===== config.mk =====
export PLATFORM = sky130hd
export DESIGN_NAME = remote_register_access_gate
export DESIGN_NICKNAME = d
export VERILOG_FILES = /design/src/pkg/rgate_pkg.sv /design/src/design/remote_register_access_gate.sv /design/src/design/err_queue.sv
export SDC_FILE = /design/constraint.sdc
export NUM_CORES = 1
export LEC_CHECK = 0
export BUFFER_PORTS_ARGS = -buffer_cell sky130_fd_sc_hd__buf_2
export CELL_PAD_IN_SITES_DETAIL_PLACEMENT = 0
export CELL_PAD_IN_SITES_GLOBAL_PLACEMENT = 1
export CORE_MARGIN = 2
export CORE_UTILIZATION = 43
export DETAILED_ROUTE_END_ITERATION = 16
export PLACE_DENSITY_LB_ADDON = 0.1
export SYNTH_ARGS = -nofsm -noshare
export SYNTH_HDL_FRONTEND = slang
export SYNTH_HIERARCHICAL = 1
export SYNTH_SLANG_ARGS = --single-unit

===== constraint.sdc =====
create_clock -name CLK -period 4 [get_ports CLK]
set_input_delay 0.4 -clock CLK [delete_from_list [all_inputs] [get_ports CLK]]
set_output_delay 0.4 -clock CLK [all_outputs]
set_load 0.005 [all_outputs]

===== src/pkg/rgate_pkg.sv =====
// package for the remote register access gate
// assumes a byte stream from a virtual serial link, one byte per strobe
package rgate_pkg;

  // ==========================================================================
  // scaling
  localparam logic [15:0] FULL_SCALE = 16'hCCCC;     // code for 100 % nominal
  localparam logic [15:0] SET_CEILING = 16'hD0E5;    // code for 102 % nominal

  // ==========================================================================
  // first-byte classification
  localparam logic [7:0] BIN_ADDR = 8'h00;
  localparam logic [7:0] ERR_HIGH = 8'h29;           // 41
  localparam logic [7:0] TEXT_LOW = 8'h2A;           // 42

  // ==========================================================================
  // register access classes and data type widths
  typedef enum logic [1:0] {
    ACC_RO = 2'b01,
    ACC_WO = 2'b10,
    ACC_RW = 2'b11
  } access_t;

  typedef enum logic [2:0] {
    DT_CHAR = 3'h0,
    DT_U8 = 3'h1,
    DT_U16 = 3'h2,
    DT_U32 = 3'h3,
    DT_FLOAT = 3'h4
  } dtype_t;

  localparam logic [3:0] REG_WORD_BYTES = 4'h2;

  // ==========================================================================
  // state codes and reply kinds
  localparam int unsigned PROTO_IDLE = 0;
  localparam int unsigned PROTO_BIN = 1;
  localparam int unsigned PROTO_TEXT = 2;

  typedef enum logic [2:0] {
    RPL_NONE = 3'h0,
    RPL_OK = 3'h1,
    RPL_REFUSED = 3'h2,
    RPL_COMM_ERR = 3'h3,
    RPL_ERR_INFO = 3'h4
  } reply_t;

  // incoming decoded request (one register access)
  typedef struct packed {
    logic valid;
    logic write;
    logic [15:0] addr;
    logic [15:0] data;
    access_t acc;
    logic is_setval;
    logic [15:0] lim_min;
    logic [15:0] lim_max;
  } req_t;

  // reply summary
  typedef struct packed {
    logic valid;
    reply_t kind;
    logic [15:0] data;
  } rsp_t;

endpackage : rgate_pkg


===== src/design/remote_register_access_gate.sv =====
// remote register access gate: protocol sort, remote state and write checks
// assumes first bytes and decoded register requests arrive from a link parser
module remote_register_access_gate (
  input wire logic CLK,
  input wire logic RSTN,
  input wire logic FIRST_VALID,
  input wire logic [7:0] FIRST_BYTE,
  input wire logic [1:0] FRAMING_CFG,
  input wire logic REMOTE_REQ,
  input wire logic REMOTE_ON,
  input wire logic REMOTE_BLOCK,
  input wire rgate_pkg::req_t REQ,
  input wire logic ERR_QUERY,
  input wire logic [15:0] ACTUAL_IN,
  output rgate_pkg::rsp_t RSP,
  output logic [1:0] PROTO,
  output logic REMOTE,
  output logic [15:0] ACTUAL_OUT,
  output logic [15:0] SET_OUT,
  output logic SET_STB
);
  import rgate_pkg::*;

  // ==========================================================================
  // protocol sort on the first byte of each message
  typedef enum logic [2:0] {
    PS_IDLE = 3'b001,
    PS_BIN = 3'b010,
    PS_TEXT = 3'b100
  } pstate_t;

  pstate_t ps_r, ps_nxt;
  logic comm_err;

  // framing settings are accepted but never looked at: the link is byte exact
  logic unused_framing;
  assign unused_framing = ^FRAMING_CFG;

  always_comb begin
    ps_nxt = ps_r;
    comm_err = 1'b0;
    if (FIRST_VALID) begin
      if (FIRST_BYTE == BIN_ADDR) begin
        ps_nxt = PS_BIN;
      end else if (FIRST_BYTE <= ERR_HIGH) begin
        ps_nxt = PS_IDLE;
        comm_err = 1'b1;
      end else begin
        ps_nxt = PS_TEXT;
      end
    end
  end

  always_ff @(posedge CLK) begin
    if (!RSTN) begin
      ps_r <= PS_IDLE;
    end else begin
      ps_r <= ps_nxt;
    end
  end

  // state code on the port
  always_comb begin
    case (ps_r)
      PS_BIN: PROTO = 2'(PROTO_BIN);
      PS_TEXT: PROTO = 2'(PROTO_TEXT);
      PS_IDLE: PROTO = 2'(PROTO_IDLE);
      default: PROTO = 2'(PROTO_IDLE);
    endcase
  end

  // ==========================================================================
  // remote state: only an explicit request moves it, and it may be blocked
  logic remote_r, remote_nxt;

  always_comb begin
    remote_nxt = remote_r;
    if (REMOTE_REQ) begin
      if (!REMOTE_ON) begin
        remote_nxt = 1'b0;
      end else if (!REMOTE_BLOCK) begin
        remote_nxt = 1'b1;
      end else begin
        remote_nxt = 1'b0;
      end
    end
  end

  always_ff @(posedge CLK) begin
    if (!RSTN) begin
      remote_r <= 1'b0;
    end else begin
      remote_r <= remote_nxt;
    end
  end

  assign REMOTE = remote_r;

  // ==========================================================================
  // request check: access class, remote state, value ranges
  logic acc_ok, range_ok, accept;
  logic [7:0] err_code;

  always_comb begin
    // write-only registers give no real data back; reads of them are refused
    if (REQ.write) begin
      acc_ok = (REQ.acc == ACC_WO) || (REQ.acc == ACC_RW);
    end else begin
      acc_ok = (REQ.acc == ACC_RO) || (REQ.acc == ACC_RW);
    end
    range_ok = 1'b1;
    if (REQ.write && REQ.is_setval) begin
      if (REQ.data > SET_CEILING) begin
        range_ok = 1'b0;
      end
      if (REQ.data < REQ.lim_min || REQ.data > REQ.lim_max) begin
        range_ok = 1'b0;
      end
    end
    accept = acc_ok && range_ok && (!REQ.write || remote_r);
    err_code = {6'h00, !range_ok, !(acc_ok && (!REQ.write || remote_r))};
  end

  // ==========================================================================
  // error queue: filled silently, drained only by an error query
  logic [7:0] head_code;
  logic q_not_empty;
  logic q_push, q_pop;

  assign q_push = (REQ.valid && !accept) || comm_err;
  assign q_pop = ERR_QUERY && ps_r == PS_TEXT;

  err_queue u_errq (
    .CLK(CLK),
    .RSTN(RSTN),
    .push(q_push),
    .push_code(comm_err ? 8'hFF : err_code),
    .pop(q_pop),
    .head_code(head_code),
    .not_empty(q_not_empty)
  );

  // ==========================================================================
  // reply, set value and actual value registers
  rsp_t rsp_r, rsp_nxt;
  logic [15:0] set_r, set_nxt, act_r;
  logic set_stb_r, set_stb_nxt;

  always_comb begin
    rsp_nxt = '0;
    set_nxt = set_r;
    set_stb_nxt = 1'b0;
    if (comm_err) begin
      rsp_nxt.valid = 1'b1;
      rsp_nxt.kind = RPL_COMM_ERR;
    end else if (q_pop) begin
      rsp_nxt.valid = 1'b1;
      rsp_nxt.kind = RPL_ERR_INFO;
      rsp_nxt.data = q_not_empty ? {8'h00, head_code} : 16'h0000;
    end else if (REQ.valid) begin
      rsp_nxt.valid = 1'b1;
      if (accept) begin
        rsp_nxt.kind = RPL_OK;
        // binary mode answers refusals itself; text mode stays quiet
        rsp_nxt.data = REQ.write ? REQ.data : act_r;
        if (REQ.write && REQ.is_setval) begin
          set_nxt = REQ.data;
          set_stb_nxt = 1'b1;
        end
      end else if (ps_r == PS_TEXT) begin
        rsp_nxt = '0;
      end else begin
        rsp_nxt.kind = RPL_REFUSED;
      end
    end
  end

  always_ff @(posedge CLK) begin
    if (!RSTN) begin
      rsp_r <= '0;
      set_r <= 16'h0000;
      set_stb_r <= 1'b0;
      act_r <= 16'h0000;
    end else begin
      rsp_r <= rsp_nxt;
      set_r <= set_nxt;
      set_stb_r <= set_stb_nxt;
      act_r <= ACTUAL_IN;
    end
  end

  assign RSP = rsp_r;
  assign SET_OUT = set_r;
  assign SET_STB = set_stb_r;
  assign ACTUAL_OUT = act_r;

  // ==========================================================================
  // checks
  AST_NO_WRITE_LOCAL: assert property (@(posedge CLK) disable iff (!RSTN)
    REQ.valid && REQ.write && !remote_r && !comm_err && !q_pop |=> !set_stb_r && rsp_r.kind != RPL_OK)
    else $error("write accepted outside remote control");
  AST_RANGE_HIGH: assert property (@(posedge CLK) disable iff (!RSTN)
    set_stb_r |-> set_r <= SET_CEILING)
    else $error("set value above ceiling accepted");
  AST_LIMITS: assert property (@(posedge CLK) disable iff (!RSTN)
    REQ.valid && REQ.write && REQ.is_setval && REQ.data > REQ.lim_max |=> !set_stb_r)
    else $error("set value above limit accepted");
  AST_NO_IMPLICIT: assert property (@(posedge CLK) disable iff (!RSTN)
    $rose(remote_r) |-> $past(REMOTE_REQ && REMOTE_ON && !REMOTE_BLOCK))
    else $error("remote entered without an accepted request");
  AST_REMOTE_STABLE: assert property (@(posedge CLK) disable iff (!RSTN)
    !REMOTE_REQ |=> $stable(remote_r))
    else $error("remote state changed without a request");
  AST_DENY: assert property (@(posedge CLK) disable iff (!RSTN)
    REMOTE_REQ && REMOTE_BLOCK && !remote_r |=> !remote_r)
    else $error("blocked activation entered remote");
  AST_CLASS: assert property (@(posedge CLK) disable iff (!RSTN)
    REQ.valid && !REQ.write && REQ.acc == ACC_WO && !comm_err && !q_pop |=> rsp_r.kind != RPL_OK)
    else $error("read of write-only register answered");
  AST_SORT: assert property (@(posedge CLK) disable iff (!RSTN)
    FIRST_VALID && FIRST_BYTE >= TEXT_LOW |=> PROTO == 2'(PROTO_TEXT))
    else $error("text message not recognised");
  AST_COMM_ERR: assert property (@(posedge CLK) disable iff (!RSTN)
    FIRST_VALID && FIRST_BYTE != BIN_ADDR && FIRST_BYTE <= ERR_HIGH |=> rsp_r.kind == RPL_COMM_ERR)
    else $error("bad first byte not flagged");
  AST_TEXT_QUIET: assert property (@(posedge CLK) disable iff (!RSTN)
    ps_r == PS_TEXT && !ERR_QUERY && !comm_err |=> rsp_r.kind != RPL_REFUSED && rsp_r.kind != RPL_ERR_INFO)
    else $error("unsolicited error in text mode");

endmodule : remote_register_access_gate


===== src/design/err_queue.sv =====
// small error queue memory, registered read data
// assumes one writer and one reader in the same clock domain
module err_queue (
  input wire logic CLK,
  input wire logic RSTN,
  input wire logic push,
  input wire logic [7:0] push_code,
  input wire logic pop,
  output logic [7:0] head_code,
  output logic not_empty
);
  import rgate_pkg::*;

  logic [7:0] mem [0:7];
  logic [2:0] wp_r, wp_nxt, rp_r, rp_nxt;
  logic [3:0] cnt_r, cnt_nxt;
  logic [7:0] head_r;

  // ==========================================================================
  // pointers; a full queue drops new codes, oldest ones are kept
  always_comb begin
    wp_nxt = wp_r;
    rp_nxt = rp_r;
    cnt_nxt = cnt_r;
    if (push && cnt_r != 4'h8) begin
      wp_nxt = wp_r + 3'h1;
      cnt_nxt = cnt_nxt + 4'h1;
    end
    if (pop && cnt_r != 4'h0) begin
      rp_nxt = rp_r + 3'h1;
      cnt_nxt = cnt_nxt - 4'h1;
    end
  end

  always_ff @(posedge CLK) begin
    if (!RSTN) begin
      wp_r <= 3'h0;
      rp_r <= 3'h0;
      cnt_r <= 4'h0;
    end else begin
      wp_r <= wp_nxt;
      rp_r <= rp_nxt;
      cnt_r <= cnt_nxt;
    end
  end

  // storage and registered read of the entry that is the head after this edge;
  // a code written into that very slot bypasses the memory, which still holds
  // the old word at this edge, so back-to-back pops never show a stale head
  always_ff @(posedge CLK) begin
    if (push && cnt_r != 4'h8) begin
      mem[wp_r] <= push_code;
    end
    if (push && cnt_r != 4'h8 && wp_r == rp_nxt) begin
      head_r <= push_code;
    end else begin
      head_r <= mem[rp_nxt];
    end
  end

  assign head_code = head_r;
  assign not_empty = (cnt_r != 4'h0);

endmodule : err_queue


==> insert_results.sql, run 1 <==
INSERT INTO impl_metrics (metric_group, metric, value, unit) VALUES
('timing', 'timing.setup.tns', '0', 'ns'),
('logic_synthesis', 'yosys.area_share.simple', '0.125', ''),
('logic_synthesis', 'synth_area_in_adders', '0.0720', ''),
('power', 'irDropWorstVdd', '0.334', 'mV'),
('logic_synthesis', 'mappedNetlistNets', '645', ''),
('die', 'floorplan.initialDensity', '0.435', ''),
('logic_synthesis', 'yosys_most_used_dff', 'sky130_fd_sc_hd__dfxtp_1', ''),
('placement', 'io_buffer_count', '139', ''),
('timing', 'number_of_max_slew_violations_in_the_final_report', '0', ''),
('logic_synthesis', 'synth.mux.area_fraction', '0.138', ''),
('cts', 'clk_transition_reported_paths', '0.06', 'ns'),
('setup_path', 'endpoint_kind_of_the_worst_setup_timing_path', 'register', ''),
('timing', 'finalHoldViolations', '0', ''),
('power', 'power_density', '452', 'nW/µm²'),
('cts', 'hold_buffers', '0', ''),
('drt', 'drt_first_iter_violations', '196', ''),
('placement', 'gp_congestion', '0.783', ''),
('logic_synthesis', 'synth_edf_count', '64', ''),
('logic_synthesis', 'ys_seq_elements', '134', ''),
('run', 'max_capacitance_violation_count', '0', ''),
('global_route', 'grt_start_max_net_pins', '53', ''),
('global_route', 'antenna_found_initial', '0', ''),
('placement', 'pre_cts_ws', '0.611', 'ns'),
('timing', 'layout_worst_path_cycle_share', '0.737', ''),
('logic_synthesis', 'synth.cells.most_frequent', 'sky130_fd_sc_hd__dfxtp_1 (70), sky130_fd_sc_hd__edfxtp_1 (64), sky130_fd_sc_hd__nand2_1 (50)', ''),
('cells_and_area', 'area.sequential', '3320', 'µm²'),
('setup_path', 'crit_path_max_fanout', '9', ''),
('drt', 'drt_pass1_iterations', '4', ''),
('cells_and_area', 'antenna-diode-count', '0', ''),
('cts', 'cts.htree.levels', '4', ''),
('die', 'ioPinCount', '158', ''),
('die', 'die_h', '125', 'µm'),
('global_route', 'first_global_vias', '4376', ''),
('timing', 'max_slew_headroom_at_the_worst_pin', '0.388', ''),
('timing', 'layout_setup_ws', '1.05', 'ns'),
('cts', 'cts_num_sinks', '134', ''),
('setup_path', 'path_class', 'input port to register', ''),
('timing', 'fin_crit', '2.95', 'ns'),
('timing', 'max_clock_freq', '339', 'MHz'),
('timing', 'fin_worst_hold_slack', '0.184', 'ns'),
('setup_path', 'cp-start-kind', 'input port', ''),
('placement', 'dpl.hpwl', '10500', 'µm'),
('logic_synthesis', 'syn_inst', '507', ''),
('global_route', 'grt_pass1_wl', '22600', 'µm'),
('setup_path', 'worst_ep_arrival_time', '3.28', 'ns'),
('logic_synthesis', 'netlist.top_cell.by_area', 'sky130_fd_sc_hd__edfxtp_1', ''),
('timing', 'rsz0062_at_grt', 'no', ''),
('logic_synthesis', 'synth_top_area_frac', '0.307', ''),
('die', 'fp.dieArea', '15500', 'µm²'),
('cells_and_area', 'area.growth.synth_to_final', '24.6', '%'),
('drt', 'drc', '0', ''),
('power', 'static-leakage-power', '3.41', 'nW'),
('logic_synthesis', 'cell_area_after_synthesis', '6250', 'µm²'),
('logic_synthesis', 'syn_avg_cell_area', '12.3', 'µm²'),
('timing', 'finalClockSkew', '0.00689', 'ns'),
('timing', 'timing_worst_slew_pin_value', '0.908', 'ns'),
('cts', 'cts-resized-gates', '0', ''),
('cts', 'tritoncts', 'yes', ''),
('cts', 'clock_insertion_delay_worst_skew', '0.42', 'ns'),
('cells_and_area', 'nFillCells', '1274', ''),
('logic_synthesis', 'ys_types', '62', ''),
('logic_synthesis', 'dominant_combinational_cell_family_by_area_after_synthesis', 'multiplexers', ''),
('global_route', 'gr-total-overflow', '0', ''),
('die', 'fp.coreArea', '14400', 'µm²'),
('cells_and_area', 'drive_gt1_frac', '0.308', ''),
('logic_synthesis', 'async_flop_share', '0', ''),
('logic_synthesis', 'synth_area_in_xor_xnor', '0.0132', ''),
('cts', 'cts_setup_buffers', '0', ''),
('cts', 'cts_inserted_buffers', '17', ''),
('run_status', 'status', 'finished clean', ''),
('die', 'rows', '44', '');
==> state kept, by name (all words and copies together) (netlist names), named ones only <==
name,flops
u_errq/mem,64
SET_STB,1
SET_OUT,16
ps_r,3
ACTUAL_OUT,16
REMOTE,1
u_errq/cnt_r,4
u_errq/wp_r,3
u_errq/rp_r,3
RSP,20
==> stage by stage <==
step	power [mW]	std cells	util	instance area, µm²
finish	3.52	855	0.542	7790
global route	3.67	855	0.542	7790
CTS	3.55	855	0.542	7790
detailed placement	1.87	823	0.498	7150
global placement	1.86	823	0.498	7150
floorplan	1.74	507	-	6250
==> power by group <==
group | internal, mW | switching, mW | total [mW]
Sequential | 1.48 | 0.0248 | 1.51
Clock | 1.06 | 0.620 | 1.68
Combinational | 0.155 | 0.177 | 0.332
==> path summary, 6_finish.rpt <==
| kind | from | to | slack, ns | cells after the start |
|---|---|---|---|---|
| hold / removal | ACTUAL_IN[10] | ACTUAL_OUT[10]$_SDFF_PN0_ | 0.18 | 2 |
| setup / recovery | REQ[50] | u_errq/cnt_r[1]$_SDFF_PN0_ | 1.05 | 13 |
| setup reg to reg | REMOTE$_SDFFE_PN0P_ | u_errq/cnt_r[1]$_SDFF_PN0_ | 1.59 | 9 |
| hold reg to reg | u_errq/rp_r[2]$_SDFF_PN0_ | register | 0.45 | 1 |
==> cell usage in the layout, fill, tap and decap left out, types with 2 or more instances in the layout <==
cell type / n
sky130_fd_sc_hd__inv_1: 39
sky130_fd_sc_hd__clkinv_4: 2
sky130_fd_sc_hd__o211a_1: 2
sky130_fd_sc_hd__nor4_4: 2
sky130_fd_sc_hd__a31oi_1: 2
sky130_fd_sc_hd__nand2_1: 50
sky130_fd_sc_hd__mux2i_1: 34
sky130_fd_sc_hd__and3_1: 2
sky130_fd_sc_hd__nand3_1: 7
sky130_fd_sc_hd__edfxtp_1: 64
sky130_fd_sc_hd__o2bb2ai_2: 2
sky130_fd_sc_hd__a21o_1: 4
sky130_fd_sc_hd__a21oi_1: 18
sky130_fd_sc_hd__a211o_1: 2
sky130_fd_sc_hd__nor3_1: 7
sky130_fd_sc_hd__o2bb2ai_1: 6
sky130_fd_sc_hd__mux4_1: 16
sky130_fd_sc_hd__inv_6: 6
sky130_fd_sc_hd__bufinv_16: 4
sky130_fd_sc_hd__a211oi_1: 4
sky130_fd_sc_hd__buf_4: 12
sky130_fd_sc_hd__xnor2_1: 3
sky130_fd_sc_hd__o21a_1: 2
sky130_fd_sc_hd__mux2_2: 9
sky130_fd_sc_hd__nor2_1: 19
sky130_fd_sc_hd__nor2b_1: 2
sky130_fd_sc_hd__o21ai_0: 13
sky130_fd_sc_hd__or2_2: 2
sky130_fd_sc_hd__and2_1: 26
sky130_fd_sc_hd__nor3b_1: 4
sky130_fd_sc_hd__nand2b_1: 5
sky130_fd_sc_hd__buf_2: 139
sky130_fd_sc_hd__clkbuf_16: 17
sky130_fd_sc_hd__xor2_1: 2
sky130_fd_sc_hd__ha_1: 36
sky130_fd_sc_hd__dfxtp_1: 70
sky130_fd_sc_hd__nor4_1: 3
sky130_fd_sc_hd__nand4_1: 7
==> logic make-up after synthesis <==
kind of cell,after synthesis
AO/OA/AOI/OAI,66
adder cells (fa/ha/maj),36
AND/OR/NAND/NOR,146
flip-flops,134
buffers and inverters,59
XOR/XNOR,7
multiplexers,59
==> worst max-delay path: stages <==
cell	delay, ns
sky130_fd_sc_hd__buf_2	0.15
sky130_fd_sc_hd__ha_1	0.32
sky130_fd_sc_hd__nand4_1	0.17
sky130_fd_sc_hd__nor4_1	0.30
sky130_fd_sc_hd__a2bb2oi_1	0.16
sky130_fd_sc_hd__a221oi_4	0.33
sky130_fd_sc_hd__nand2_1	0.15
sky130_fd_sc_hd__a21o_1	0.23
sky130_fd_sc_hd__nand2_2	0.19
sky130_fd_sc_hd__mux2i_1	0.29
sky130_fd_sc_hd__ha_1	0.26
sky130_fd_sc_hd__and3_1	0.14
sky130_fd_sc_hd__a211oi_1	0.19
==> layout make-up <==
cell class,count,area share
Clock buffer,18,0.0551
Sequential cell,134,0.426
Clock inverter,14,0.0268
Multi-Input combinational cell,314,0.342
Inverter,40,0.0193
Tap cell,184,0.0295
Timing Repair Buffer,151,0.101
==> per-layer routing <==
layer / share of wire / routed length [µm] / vias to the layer above / GRT usage
met2: 0.51 / 7270 / 108 / 0.333
met5: 0 / 0 / - / 0
li1: - / - / 2150 / -
met1: 0.42 / 5930 / 2036 / 0.223
met4: 0.013 / 191 / 0 / 0.0648
met3: 0.061 / 872 / 16 / 0.0524
(Power assumes the default switching activity.)
==> run 2: changes to the inputs <==
--- a/config.mk
+++ b/config.mk
@@ -9,7 +9,7 @@
 export CELL_PAD_IN_SITES_DETAIL_PLACEMENT = 0
 export CELL_PAD_IN_SITES_GLOBAL_PLACEMENT = 1
 export CORE_MARGIN = 2
-export CORE_UTILIZATION = 43
+export CORE_UTILIZATION = 39
 export DETAILED_ROUTE_END_ITERATION = 16
 export PLACE_DENSITY_LB_ADDON = 0.1
 export SYNTH_ARGS = -nofsm -noshare
==> constraint.sdc (replaced) <==
create_clock -name CLK -period 2.7 [get_ports CLK]
set_input_delay 0.27 -clock CLK [delete_from_list [all_inputs] [get_ports CLK]]
set_output_delay 0.27 -clock CLK [all_outputs]
set_load 0.005 [all_outputs]
==> insert_results.sql, run 2 (synthesis results as in run 1) <==
INSERT INTO impl_metrics (metric_group, metric, value, unit) VALUES
('run_status', 'status', 'finished clean', ''),
('placement', 'dpl.hpwl', '11200', 'µm'),
('power', 'netSwitchingFraction', '0.244', ''),
('setup_path', 'timing.critical_path.slowest_cell_delay', '0.36', 'ns'),
('timing', 'finalClockSkew', '0.0113', 'ns'),
('timing', 'setup_violations', '0', ''),
('timing', 'timing_worst_slew_pin_value', '0.708', 'ns'),
('setup_path', 'required_time_at_the_endpoint_of_the_critical_path', '3.03', 'ns'),
('power', 'p_clk_frac', '0.451', ''),
('cells_and_area', 'drive_gt1_frac', '0.362', ''),
('global_route', 'use_met1', '0.205', ''),
('cells_and_area', 'postLayoutCoreUtil', '0.518', ''),
('power', 'totalPowerFinal', '5.12', 'mW'),
('global_route', 'grt_start_max_net_pins', '54', ''),
('drt', 'via_per_inst', '4.79', ''),
('global_route', 'globalRouteTotalUtil', '0.182', ''),
('worst_hold_path', 'worst_hold_startpoint', 'ACTUAL_IN[2]', ''),
('setup_path', 'timing.critical_path.buf_inv', '1', ''),
('setup_path', 'crit_path_max_fanout', '4', ''),
('placement', 'gp_congestion', '0.834', ''),
('setup_path', 'endpoint_kind_of_the_worst_setup_timing_path', 'register', ''),
('cts', 'clk_root_buffer_cell', 'sky130_fd_sc_hd__clkbuf_16', ''),
('cells_and_area', 'mostFrequentLayoutCell', 'sky130_fd_sc_hd__buf_2', ''),
('setup_path', 'rrSetupSlack', '0.51', 'ns'),
('die', 'dieWidth', '131', 'µm'),
('global_route', 'first_global_vias', '4473', ''),
('cts', 'tritoncts', 'yes', ''),
('setup_path', 'setup.worst_path.start', 'REQ[50]', ''),
('setup_path', 'worst_path_max_delay_cell', 'sky130_fd_sc_hd__nor4_2', ''),
('cts', 'hold_buffers', '0', ''),
('timing', 'finalHoldViolations', '0', ''),
('die', 'die_h', '131', 'µm'),
('cells_and_area', 'area.growth.synth_to_final', '30.6', '%'),
('cts', 'clk_transition_reported_paths', '0.06', 'ns'),
('setup_path', 'reg2reg_depth', '8', ''),
('die', 'fp.dieArea', '17100', 'µm²'),
('die', 'floorplan.initialDensity', '0.397', ''),
('drt', 'drt_first_iter_violations', '190', ''),
('drt', 'drt_pass1_iterations', '5', ''),
('timing', 'rsz0062_at_grt', 'no', ''),
('global_route', 'gr-total-overflow', '0', ''),
('cells_and_area', 'mostFrequentLayoutCells', 'sky130_fd_sc_hd__buf_2 (139), sky130_fd_sc_hd__dfxtp_1 (70), sky130_fd_sc_hd__edfxtp_1 (64), sky130_fd_sc_hd__buf_4 (50), sky130_fd_sc_hd__nand2_1 (49)', ''),
('timing', 'number_of_max_slew_violations_in_the_final_report', '0', ''),
('power', 'power.internal', '3.87', 'mW'),
('power', 'comb_power_share', '0.113', ''),
('timing', 'layout_worst_path_cycle_share', '0.947', ''),
('global_route', 'grt_use_met2', '0.339', ''),
('global_route', 'grt_pass1_wl', '23000', 'µm'),
('timing', 'fin_crit', '2.56', 'ns'),
('cts', 'cts.htree.levels', '4', ''),
('power', 'power_density', '626', 'nW/µm²'),
('power', 'sequentialPowerShare', '0.436', ''),
('setup_path', 'crit_path_cell_trace', 'buf_2 -> ha_1 -> nand4_1 -> nor4_2 -> a2bb2oi_2 -> a221oi_4 -> nand2_2 -> a21o_4 -> nand2_8 -> mux2i_4 -> ha_1 -> and3_1 -> a211oi_2', ''),
('cts', 'clock_path_buffers', '2', ''),
('cts', 'cts_inserted_buffers', '17', ''),
('global_route', 'antenna_found_initial', '0', ''),
('setup_path', 'worstSetupPathDepth', '13', ''),
('drt', 'drc', '0', ''),
('cts', 'cts_num_sinks', '134', ''),
('setup_path', 'worst_ep_arrival_time', '2.89', 'ns'),
('cells_and_area', 'multi_input_area', '2740', 'µm²'),
('global_route', 'grt.busiest_layer', 'met2', ''),
('setup_path', 'path_class', 'input port to register', ''),
('drt', 'vias', '4437', ''),
('cts', 'clock_insertion_delay_worst_skew', '0.42', 'ns'),
('timing', 'timing.setup.tns', '0', 'ns'),
('die', 'rows', '46', ''),
('power', 'irDropWorstVdd', '0.538', 'mV'),
('setup_path', 'cp-start-kind', 'input port', ''),
('timing', 'max_slew_headroom_at_the_worst_pin', '0.526', ''),
('drt', 'avgRoutedWirePerCell', '16.3', 'µm'),
('drt', 'route.antenna.remaining_nets', '0', ''),
('cells_and_area', 'largest-register', 'u_errq/mem', ''),
('cells_and_area', 'number_of_flip_flops_in_the_largest_register', '64', ''),
('setup_path', 'r2r_start', 'REMOTE$_SDFFE_PN0P_', ''),
('cells_and_area', 'nFillCells', '1473', ''),
('global_route', 'grtUsageMet3', '0.0423', ''),
('cells_and_area', 'final_net_count', '835', ''),
('placement', 'io_buffer_count', '139', ''),
('setup_path', 'worst_setup_path_end', 'u_errq/cnt_r[1]$_SDFF_PN0_', ''),
('setup_path', 'cp_top_family', 'simple AND/OR/NAND/NOR gates', ''),
('die', 'ioPinCount', '158', ''),
('die', 'fp.coreArea', '15800', 'µm²'),
('setup_path', 'critical_path.reg2reg.endpoint', 'u_errq/mem[3][0]$_DFFE_PP_', ''),
('drt', 'totalWireLength', '15100', 'µm'),
('cells_and_area', 'area.sequential', '3320', 'µm²'),
('power', 'static-leakage-power', '3.58', 'nW'),
('setup_path', 'cp_common_cell', 'sky130_fd_sc_hd__ha_1', ''),
('power', 'power_switching', '1.25', 'mW'),
('run', 'max_capacitance_violation_count', '0', ''),
('timing', 'max_clock_freq', '391', 'MHz'),
('cells_and_area', 'antenna-diode-count', '0', ''),
('worst_hold_path', 'min_path_type', 'input port to register', '');
==> run 2: cell types whose count changed in the layout (fill, tap and decap cells not counted), moves of 2 or more <==
cell	delta
sky130_fd_sc_hd__nor4_1	-2
sky130_fd_sc_hd__a211oi_1	-2
sky130_fd_sc_hd__a211oi_2	+2
sky130_fd_sc_hd__nor4_2	+2
sky130_fd_sc_hd__buf_4	+38
sky130_fd_sc_hd__bufinv_16	-2
==> run 2: final cells by class <==
class,count,area share
timing repair buffer,190,0.134
sequential,134,0.407
inverter,40,0.0184
clock inverter,14,0.0201
tap,216,0.0331
clock buffer,18,0.0525
multi-input combinational,314,0.336
==> run 2: metrics by stage <==
step                      worst slack [ns]  hold WS [ns]  area, µm²  std cells
after floorplan                    -0.0871         0.381       6300        507
after global placement              -0.201         0.441       7520        891
final                                0.142        0.0574       8170        926
after detailed placement            -0.289         0.446       7520        891
after global routing              0.000305        0.0464       8170        926
after CTS                            0.164        0.0355       8110        923
==> run 2: what timing repair did <==
item	in CTS	in global routing
setup endpoints to repair	0	48
resized for setup	0	8
buffers inserted	0	3
==> run 2: power groups by stage <==
stage	clock network, mW	registers, mW	logic (mW)
after floorplan	0	2.27	0.321
after global placement	0	2.27	0.556
after detailed placement	0	2.27	0.563
after CTS	2.37	2.23	0.566
after global routing	2.46	2.24	0.647
final	2.31	2.23	0.580
==> run 2: how the worst min path moves through the flow <==
stage / end / slack [ns] / depth (start not counted)
2_1_floorplan: ps_r[0]$_SDFFE_PN1P_ / 0.38 / 1
3_3_place_gp: register / 0.44 / 1
6_report: ACTUAL_OUT[2]$_SDFF_PN0_ / 0.06 / 2
5_1_grt: ACTUAL_OUT[2]$_SDFF_PN0_ / 0.05 / 2
3_5_place_dp: register / 0.45 / 1
4_1_cts: ACTUAL_OUT[11]$_SDFF_PN0_ / 0.04 / 2
==> run 2: metal layers <==
layer / wire length [µm] / part of all wire
met1: 6310 / 0.42
met2: 7970 / 0.53
met3: 671 / 0.045
met4: 106 / 0.0070
met5: 0 / 0
